==> src/cmbg_pkg.sv <==
// Shared constants, state codes and bundles of the processor bus interface.
// Assumes one clock clk_sys and a synchronous active-high reset.
//
// Contract
// - Address lines carry memory or serial addresses
// - Address lines float while takeover granted
// - Data bus moves words only during enable
// - Data lines float while takeover granted
// - Read asserts direction and enable, no write
// - Direction high only with data buffers off
// - Sixteen-bit parallel ALU does arithmetic, compare
// - Workspace pointer and program counter kept
// - Status flags record results for tests
// - Decoder accepts sixty-nine instruction words
// - Not ready stretches cycle, wait asserted
// - Write asserts enable and strobe, direction low
// - Takeover granted only after current cycle
package cmbg_pkg;

	// ---------------------------------------------------------------
	// Widths and counts
	// ---------------------------------------------------------------
	localparam int ADDR_W          = 15;
	localparam int DATA_W          = 16;
	localparam int LEVEL_W         = 4;
	localparam int INSTR_IDX_W     = 7;
	localparam logic [INSTR_IDX_W-1:0] INSTR_WORD_COUNT = 7'h45; // Sixty-nine words

	// ---------------------------------------------------------------
	// Reset values and program counter step
	// ---------------------------------------------------------------
	localparam logic [ADDR_W-1:0]  ADDR_RST   = 15'h0000;
	localparam logic [DATA_W-1:0]  DATA_RST   = 16'h0000;
	localparam logic [LEVEL_W-1:0] LEVEL_RST  = 4'hF;
	localparam logic [ADDR_W-1:0]  PC_STEP    = 15'h0001;

	// ---------------------------------------------------------------
	// Bus sequencer states, one-hot
	// ---------------------------------------------------------------
	typedef enum logic [5:0] {
		ST_IDLE = 6'h01,
		ST_MEM  = 6'h02,
		ST_WAIT = 6'h04,
		ST_DONE = 6'h08,
		ST_IO   = 6'h10,
		ST_HOLD = 6'h20
	} cmbg_state_t;

	// ---------------------------------------------------------------
	// Arithmetic operations
	// ---------------------------------------------------------------
	typedef enum logic [2:0] {
		OP_ADD  = 3'h0,
		OP_SUB  = 3'h1,
		OP_AND  = 3'h2,
		OP_OR   = 3'h3,
		OP_XOR  = 3'h4,
		OP_CMP  = 3'h5,
		OP_PASS = 3'h6
	} cmbg_op_t;

	// Bus request from the core side
	typedef struct packed {
		logic              write;
		logic              serial;
		logic [ADDR_W-1:0] addr;
		logic [DATA_W-1:0] wdata;
	} cmbg_req_t;

	// Result condition flags
	typedef struct packed {
		logic logical_gt;
		logic arith_gt;
		logic equal;
		logic carry;
		logic overflow;
	} cmbg_flags_t;

	localparam cmbg_flags_t FLAGS_RST = 5'h00;

endpackage

==> src/cmbg_alu.sv <==
// Sixteen-bit parallel arithmetic unit with result condition flags.
// Assumes operands are held stable by the caller; purely combinational.
`timescale 1ns/1ps
module cmbg_alu
	import cmbg_pkg::*;
(
	input  wire logic [DATA_W-1:0] a,
	input  wire logic [DATA_W-1:0] b,
	input  wire cmbg_op_t          op,
	output logic      [DATA_W-1:0] result,
	output cmbg_flags_t            flags
);

	// ---------------------------------------------------------------
	// Datapath
	// ---------------------------------------------------------------
	logic [DATA_W:0] wide;
	logic [DATA_W:0] diff;

	// One adder used by add, one subtractor used by subtract and by the carry flag of every other operation
	always_comb
	begin
		diff = {1'b0, a} - {1'b0, b};
		wide = {1'b0, a} + {1'b0, b};
		unique case (op)
			OP_ADD:  result = wide[DATA_W-1:0];
			OP_SUB:  result = diff[DATA_W-1:0];
			OP_AND:  result = a & b;
			OP_OR:   result = a | b;
			OP_XOR:  result = a ^ b;
			OP_CMP:  result = a;
			OP_PASS: result = b;
			default: result = a;
		endcase
	end

	// Greater-than flags compare the operand pair; equal (outside compare) and overflow look at the result
	always_comb
	begin
		flags.logical_gt = a > b;
		flags.arith_gt   = $signed(a) > $signed(b);
		flags.equal      = (op == OP_CMP) ? (a == b) : (result == DATA_RST);
		flags.carry      = (op == OP_ADD) ? wide[DATA_W] : ~diff[DATA_W];
		flags.overflow   = (op == OP_ADD) ? ((a[DATA_W-1] == b[DATA_W-1]) && (result[DATA_W-1] != a[DATA_W-1]))
		                 : ((a[DATA_W-1] != b[DATA_W-1]) && (result[DATA_W-1] != a[DATA_W-1]));
	end

endmodule // cmbg_alu

==> src/cmbg_bus.sv <==
// Processor external bus sequencer, bus takeover, interrupt sampling and core registers.
// Assumes pin inputs arrive asynchronously; the wire level is resolved from the enables outside.
`timescale 1ns/1ps
module cmbg_bus
	import cmbg_pkg::*;
(
	input  wire logic                   clk_sys,
	input  wire logic                   rst,
	// Core side request and answer
	input  wire logic                   req_valid,
	input  wire cmbg_req_t              req,
	output logic                        req_ready,
	output logic                        rsp_valid,
	output logic       [DATA_W-1:0]     rsp_rdata,
	input  wire logic                   fetch,
	// Core registers
	input  wire logic                   wp_load,
	input  wire logic  [ADDR_W-1:0]     wp_value,
	output logic       [ADDR_W-1:0]     workspace_ptr,
	input  wire logic                   pc_load,
	input  wire logic                   pc_inc,
	input  wire logic  [ADDR_W-1:0]     pc_value,
	output logic       [ADDR_W-1:0]     program_counter,
	input  wire logic                   alu_go,
	input  wire cmbg_op_t               alu_op,
	input  wire logic  [DATA_W-1:0]     alu_a,
	input  wire logic  [DATA_W-1:0]     alu_b,
	output logic       [DATA_W-1:0]     alu_result,
	output cmbg_flags_t                 status_flags,
	input  wire logic  [INSTR_IDX_W-1:0] instr_index,
	output logic                        instr_legal,
	output logic                        irq_pending,
	output logic       [LEVEL_W-1:0]    irq_level,
	// Pins
	output logic       [ADDR_W-1:0]     addr_out,
	output logic                        addr_oe_n,
	input  wire logic  [DATA_W-1:0]     data_in,
	output logic       [DATA_W-1:0]     data_out,
	output logic                        data_oe_n,
	output logic                        memory_enable_n,
	output logic                        write_strobe_n,
	output logic                        read_direction,
	output logic                        ctl_oe_n,
	output logic                        bus_takeover_grant,
	output logic                        wait_out,
	output logic                        instruction_fetch_flag,
	input  wire logic                   ready,
	input  wire logic                   bus_takeover_req_n,
	input  wire logic                   interrupt_request_n,
	input  wire logic  [LEVEL_W-1:0]    interrupt_level_code,
	input  wire logic                   serial_io_in,
	output logic                        serial_io_out,
	output logic                        serial_io_strobe
);

	// ---------------------------------------------------------------
	// Pin synchronisers
	// ---------------------------------------------------------------
	localparam int SYNC_W = DATA_W + LEVEL_W + 4;

	logic [SYNC_W-1:0] sync1_reg;
	logic [SYNC_W-1:0] sync2_reg;
	logic [DATA_W-1:0] data_s;
	logic [LEVEL_W-1:0] level_s;
	logic              ready_s;
	logic              hold_s;
	logic              interrupt_request_n_s;
	logic              serial_s;

	// Two stages on every pin; data rides along so it lines up with ready
	always_ff @(posedge clk_sys)
	begin
		if (rst)
		begin
			sync1_reg <= '1;
			sync2_reg <= '1;
		end
		else
		begin
			sync1_reg <= {data_in, interrupt_level_code, ready, bus_takeover_req_n, interrupt_request_n, serial_io_in};
			sync2_reg <= sync1_reg;
		end
	end

	assign data_s   = sync2_reg[SYNC_W-1 -: DATA_W];
	assign level_s  = sync2_reg[4 +: LEVEL_W];
	assign ready_s  = sync2_reg[3];
	assign hold_s   = ~sync2_reg[2];
	assign interrupt_request_n_s = ~sync2_reg[1];
	assign serial_s = sync2_reg[0];

	// ---------------------------------------------------------------
	// Bus sequencer
	// ---------------------------------------------------------------
	cmbg_state_t state_reg;
	cmbg_state_t state_next;
	cmbg_req_t   req_reg;
	logic        fetch_reg;

	// Takeover is only taken between cycles, never inside one
	always_comb
	begin
		state_next = state_reg;
		unique case (state_reg)
			ST_IDLE: if (hold_s) state_next = ST_HOLD;
			         else if (req_valid) state_next = req.serial ? ST_IO : ST_MEM;
			ST_MEM:  state_next = ready_s ? ST_DONE : ST_WAIT;
			ST_WAIT: if (ready_s) state_next = ST_DONE;
			ST_IO:   state_next = ST_DONE;
			ST_DONE: state_next = hold_s ? ST_HOLD : ST_IDLE;
			ST_HOLD: if (!hold_s) state_next = ST_IDLE;
			default: state_next = ST_IDLE;
		endcase
	end

	// State register
	always_ff @(posedge clk_sys)
	begin
		if (rst)
			state_reg <= ST_IDLE;
		else
			state_reg <= state_next;
	end

	// Request is held for the whole cycle so address and data stay stable
	always_ff @(posedge clk_sys)
	begin
		if (rst)
		begin
			req_reg   <= '0;
			fetch_reg <= 1'b0;
		end
		else if (state_reg == ST_IDLE && !hold_s && req_valid)
		begin
			req_reg   <= req;
			fetch_reg <= fetch & ~req.serial;
		end
	end

	assign req_ready = (state_reg == ST_IDLE) && !hold_s;

	// ---------------------------------------------------------------
	// Pin drive
	// ---------------------------------------------------------------
	logic in_mem;

	assign in_mem = (state_reg == ST_MEM) || (state_reg == ST_WAIT);

	// Registered address and write data; memory or serial address by enable
	always_ff @(posedge clk_sys)
	begin
		if (rst)
		begin
			addr_out <= ADDR_RST;
			data_out <= DATA_RST;
		end
		else if (state_reg == ST_IDLE && !hold_s && req_valid)
		begin
			addr_out <= req.addr;
			data_out <= req.wdata;
		end
	end

	// Everything floats while the grant stands
	assign addr_oe_n          = (state_reg == ST_HOLD);
	assign ctl_oe_n           = (state_reg == ST_HOLD);
	assign data_oe_n          = !(in_mem && req_reg.write);
	assign memory_enable_n    = !in_mem;
	assign write_strobe_n     = !(in_mem && req_reg.write);
	assign read_direction     = in_mem && !req_reg.write;
	assign bus_takeover_grant = (state_reg == ST_HOLD);
	assign wait_out           = (state_reg == ST_WAIT);
	assign instruction_fetch_flag = in_mem && fetch_reg;
	assign serial_io_out      = req_reg.wdata[0];
	assign serial_io_strobe   = (state_reg == ST_IO) && req_reg.write;

	// Answer: read word from the bus or serial bit, one pulse per cycle
	always_ff @(posedge clk_sys)
	begin
		if (rst)
		begin
			rsp_valid <= 1'b0;
			rsp_rdata <= DATA_RST;
		end
		else
		begin
			rsp_valid <= (state_reg == ST_DONE);
			if (state_reg == ST_DONE && !req_reg.write)
				rsp_rdata <= req_reg.serial ? {{(DATA_W-1){1'b0}}, serial_s} : data_s;
		end
	end

	// ---------------------------------------------------------------
	// Interrupt sampling
	// ---------------------------------------------------------------
	// Level code is only meaningful while the request is active
	always_ff @(posedge clk_sys)
	begin
		if (rst)
		begin
			irq_pending <= 1'b0;
			irq_level   <= LEVEL_RST;
		end
		else
		begin
			irq_pending <= interrupt_request_n_s;
			if (interrupt_request_n_s)
				irq_level <= level_s;
		end
	end

	// ---------------------------------------------------------------
	// Core registers
	// ---------------------------------------------------------------
	logic [DATA_W-1:0] alu_res_c;
	cmbg_flags_t       alu_flags_c;

	cmbg_alu u_alu (
		.a      (alu_a),
		.b      (alu_b),
		.op     (alu_op),
		.result (alu_res_c),
		.flags  (alu_flags_c)
	);

	// Workspace pointer
	always_ff @(posedge clk_sys)
	begin
		if (rst)
			workspace_ptr <= ADDR_RST;
		else if (wp_load)
			workspace_ptr <= wp_value;
	end

	// Program counter; load beats increment
	always_ff @(posedge clk_sys)
	begin
		if (rst)
			program_counter <= ADDR_RST;
		else if (pc_load)
			program_counter <= pc_value;
		else if (pc_inc)
			program_counter <= program_counter + PC_STEP;
	end

	// Result and status flags latched per operation
	always_ff @(posedge clk_sys)
	begin
		if (rst)
		begin
			alu_result   <= DATA_RST;
			status_flags <= FLAGS_RST;
		end
		else if (alu_go)
		begin
			alu_result   <= alu_res_c;
			status_flags <= alu_flags_c;
		end
	end

	// Decoder legality by instruction word index
	always_ff @(posedge clk_sys)
	begin
		if (rst)
			instr_legal <= 1'b0;
		else
			instr_legal <= instr_index < INSTR_WORD_COUNT;
	end
endmodule // cmbg_bus

==> config.mk <==
export PLATFORM = sky130hd
export DESIGN_NAME = cmbg_bus
export DESIGN_NICKNAME = d
export VERILOG_FILES = /design/src/cmbg_pkg.sv /design/src/cmbg_alu.sv /design/src/cmbg_bus.sv
export SDC_FILE = /design/constraint.sdc
export NUM_CORES = 1
export LEC_CHECK = 0
export ABC_AREA = 1
export BUFFER_PORTS_ARGS = -buffer_cell sky130_fd_sc_hd__buf_2
export CAP_MARGIN = 20
export CORE_ASPECT_RATIO = 1.4
export CORE_MARGIN = 2
export CORE_UTILIZATION = 51
export DETAILED_ROUTE_END_ITERATION = 12
export GPL_TIMING_DRIVEN = 0
export PLACE_DENSITY = 0.75
export SYNTH_ARGS = -nofsm -noshare
export SYNTH_HDL_FRONTEND = slang
export SYNTH_HIERARCHICAL = 1
export SYNTH_SLANG_ARGS = --single-unit
export TNS_END_PERCENT = 10
==> constraint.sdc <==
create_clock -name clk_sys -period 2.9 [get_ports clk_sys]
set_input_delay 0.58 -clock clk_sys [delete_from_list [all_inputs] [get_ports clk_sys]]
set_output_delay 0.58 -clock clk_sys [all_outputs]
set_load 0.03 [all_outputs]
==> out/metrics.csv <==
metric,value,unit
powerDensity,568.8,nW/um2
utilization,0.6402,
grt.total_usage,0.3089,
grt_overflow,0,
numCtsBuffers,17,
core.rowCount,58,
cp_data_arrival_time,2.22,ns
path_cells,inv_1 > nand2_1 > nor4_1 > buf_4 > buf_2,
seq_area,3243,um2
ys_warn_count,6,
drive_gt1_frac,0.2509,
hold_viol_final,0,
synth-seq-cells,162,
p_leak,5.985,nW
rsz0062_at_grt,false,
synth.most_common_cell,nand2_1,
drt_iter0_drc,744,
clockBufferDepth,2,
cts_sinks,162,
cp.required,2.32,ns
crit_slowest_cell,nor4_1,
post_cts_buffers,0,
critical_path_class,flip-flop to output pin,
start_kind,flip-flop,
synth_fp_nets,1552,
async_reset_ff_frac,0,
first_global_vias,9059,
port_buffers,252,
ios,254,
multi_input_area,4918,um2
synth_top_area_frac,0.3513,
vias_per_cell,5.197,
vias,9806,
drcViolationCount,0,
area.growth.synth_to_final,23.78,%
core,17850,um2
synth_cell_types,47,
die_w,117.7,um
ant_nets,0,
finalWirelength,30240,um
grtUsageMet2,0.5780,
path_buf_inv,3,
met1_usage,0.3282,
wl_per_cell,16.03,um
fin_crit,2.799,ns
drv_slew,0,
clk_latency,0.43,ns
synth-main-ff-cell,dfxtp_1,
synth_seq_area_share,0.3513,
crit_family,simple AND/OR/NAND/NOR gates,
power,6.501,mW
start_util,0.5172,
fin_skew,0.01446,ns
htreeDepth,4,
ys_top_cells_by_area,"dfxtp_1 (35%), nand2_1 (11%), nor2_1 (9.6%), ha_1 (6.9%), inv_1 (6.5%)",
synth_area_leader_cell,dfxtp_1,
syn_area_per_cell,6.779,um2
setup_violations,0,
cp-end-kind,output pin,
synth_common_cells,"nand2_1 (262), nor2_1 (236), dfxtp_1 (162)",
max_stage_delay,0.85,ns
clk_pin_slew_worst_paths,0.07,ns
rrSetupSlack,1.17,ns
hold_path_class,input port to flip-flop,
root_buffer,clkbuf_16,
place_area,10790,um2
die_h,163.2,um
gp_congestion,0.9764,
ir_worst_vdd,0.3516,mV
stdcell_area,11430,um2
firstDrtPassIters,6,
worstMarginPinSlew,1.038,ns
fmax,357.3,MHz
die-area,19210,um2
antenna_found_initial,1,
netlist_instances,1362,
period_share,0.9651,
grt-busiest-layer,met2,
grt_max_degree,21,
synth_area,9233,um2
nets,1823,
timing.hold.ws,0.3324,ns
grt_pass1_wl,46750,um
synth_edf_count,0,
outcome,"complete, no violations",
path_max_fanout,3,
cts_tree,built,
postCtsHoldBufs,0,
place_hpwl,23910,um
relSlewSlack,0.3016,
maxCapViolCount,0,
grt_use_met3,0.05342,
fillers,1705,
[final timing paths]
path / end / startpoint / cells after the start
min reg2reg: sync2_reg[2]$_SDFF_PP1_ / sync1_reg[2]$_SDFF_PP1_ / 1
min: sync1_reg[1]$_SDFF_PP1_ / interrupt_request_n / 2
max reg2reg: data_out[9]$_SDFFE_PP0P_ / state_reg[4]$_SDFFE_PP0P_ / 7
max: bus_takeover_grant / state_reg[1]$_SDFFE_PP0P_ / 5
[cell families after synthesis]
family,after synthesis,share of synthesized area
flops,162,0.3513
simple gates,719,0.3448
xor+xnor,8,0.007589
buf+inv,244,0.1174
fa+ha+maj,53,0.07345
compound gates,176,0.1056
[cell usage in the layout (no fill, tap or decap), types with 3 or more instances in the layout]
cell type  count
a21oi_1       44
a31oi_1        3
buf_4         24
clkbuf_2       4
a22oi_1        8
xor2_1         6
nand4_1       28
inv_8          4
clkinv_8       5
clkbuf_1      26
dfxtp_1      162
clkbuf_16     17
buf_2        266
o21bai_1       5
nor3_1        12
nand3_1      109
buf_6          7
inv_6          3
nor2_2         7
inv_2          7
or2_2         48
o21ai_0       90
nor2_4         3
o22ai_1       12
nor2_1       233
inv_1        161
nand3_2        4
o221ai_1       3
nand2_1      261
ha_1          50
[per-layer routing]
layer,vias up,share of wire
li1,4859,-
met1,4412,0.37
met2,435,0.52
met3,100,0.064
met4,0,0.048
met5,-,0
[through the flow]
step                worst slack [ns]  TNS (ns)  std cells
floorplan                     0.4131         0       1362
global placement             -0.3014   -0.3014       1854
detailed placement           -0.3043   -0.3043       1854
CTS                          0.08712         0       1886
global route                0.005947         0       1887
finish                        0.1013         0       1887
[report_power, final]
part / switching, mW / total [mW] / internal (mW)
sequential: 0.0948 / 2.49 / 2.40
clock: 1.10 / 2.29 / 1.19
combinational: 1.15 / 1.72 / 0.572
[cell type report]
| cell class | count | area share |
|---|---|---|
| multi-input combinational | 956 | 0.4304 |
| sequential | 162 | 0.2838 |
| timing repair buffer | 252 | 0.1104 |
| inverter | 169 | 0.05573 |
| buffer | 75 | 0.03908 |
| clock buffer | 17 | 0.03722 |
| tap | 240 | 0.02628 |
| clock inverter | 15 | 0.01697 |
| antenna | 1 | 0.0002190 |
[timing repair]
action	in CTS	in global routing
resized for setup	0	5
hold endpoints to repair	0	0
setup endpoints to repair	0	1
(Power assumes the default switching activity.)
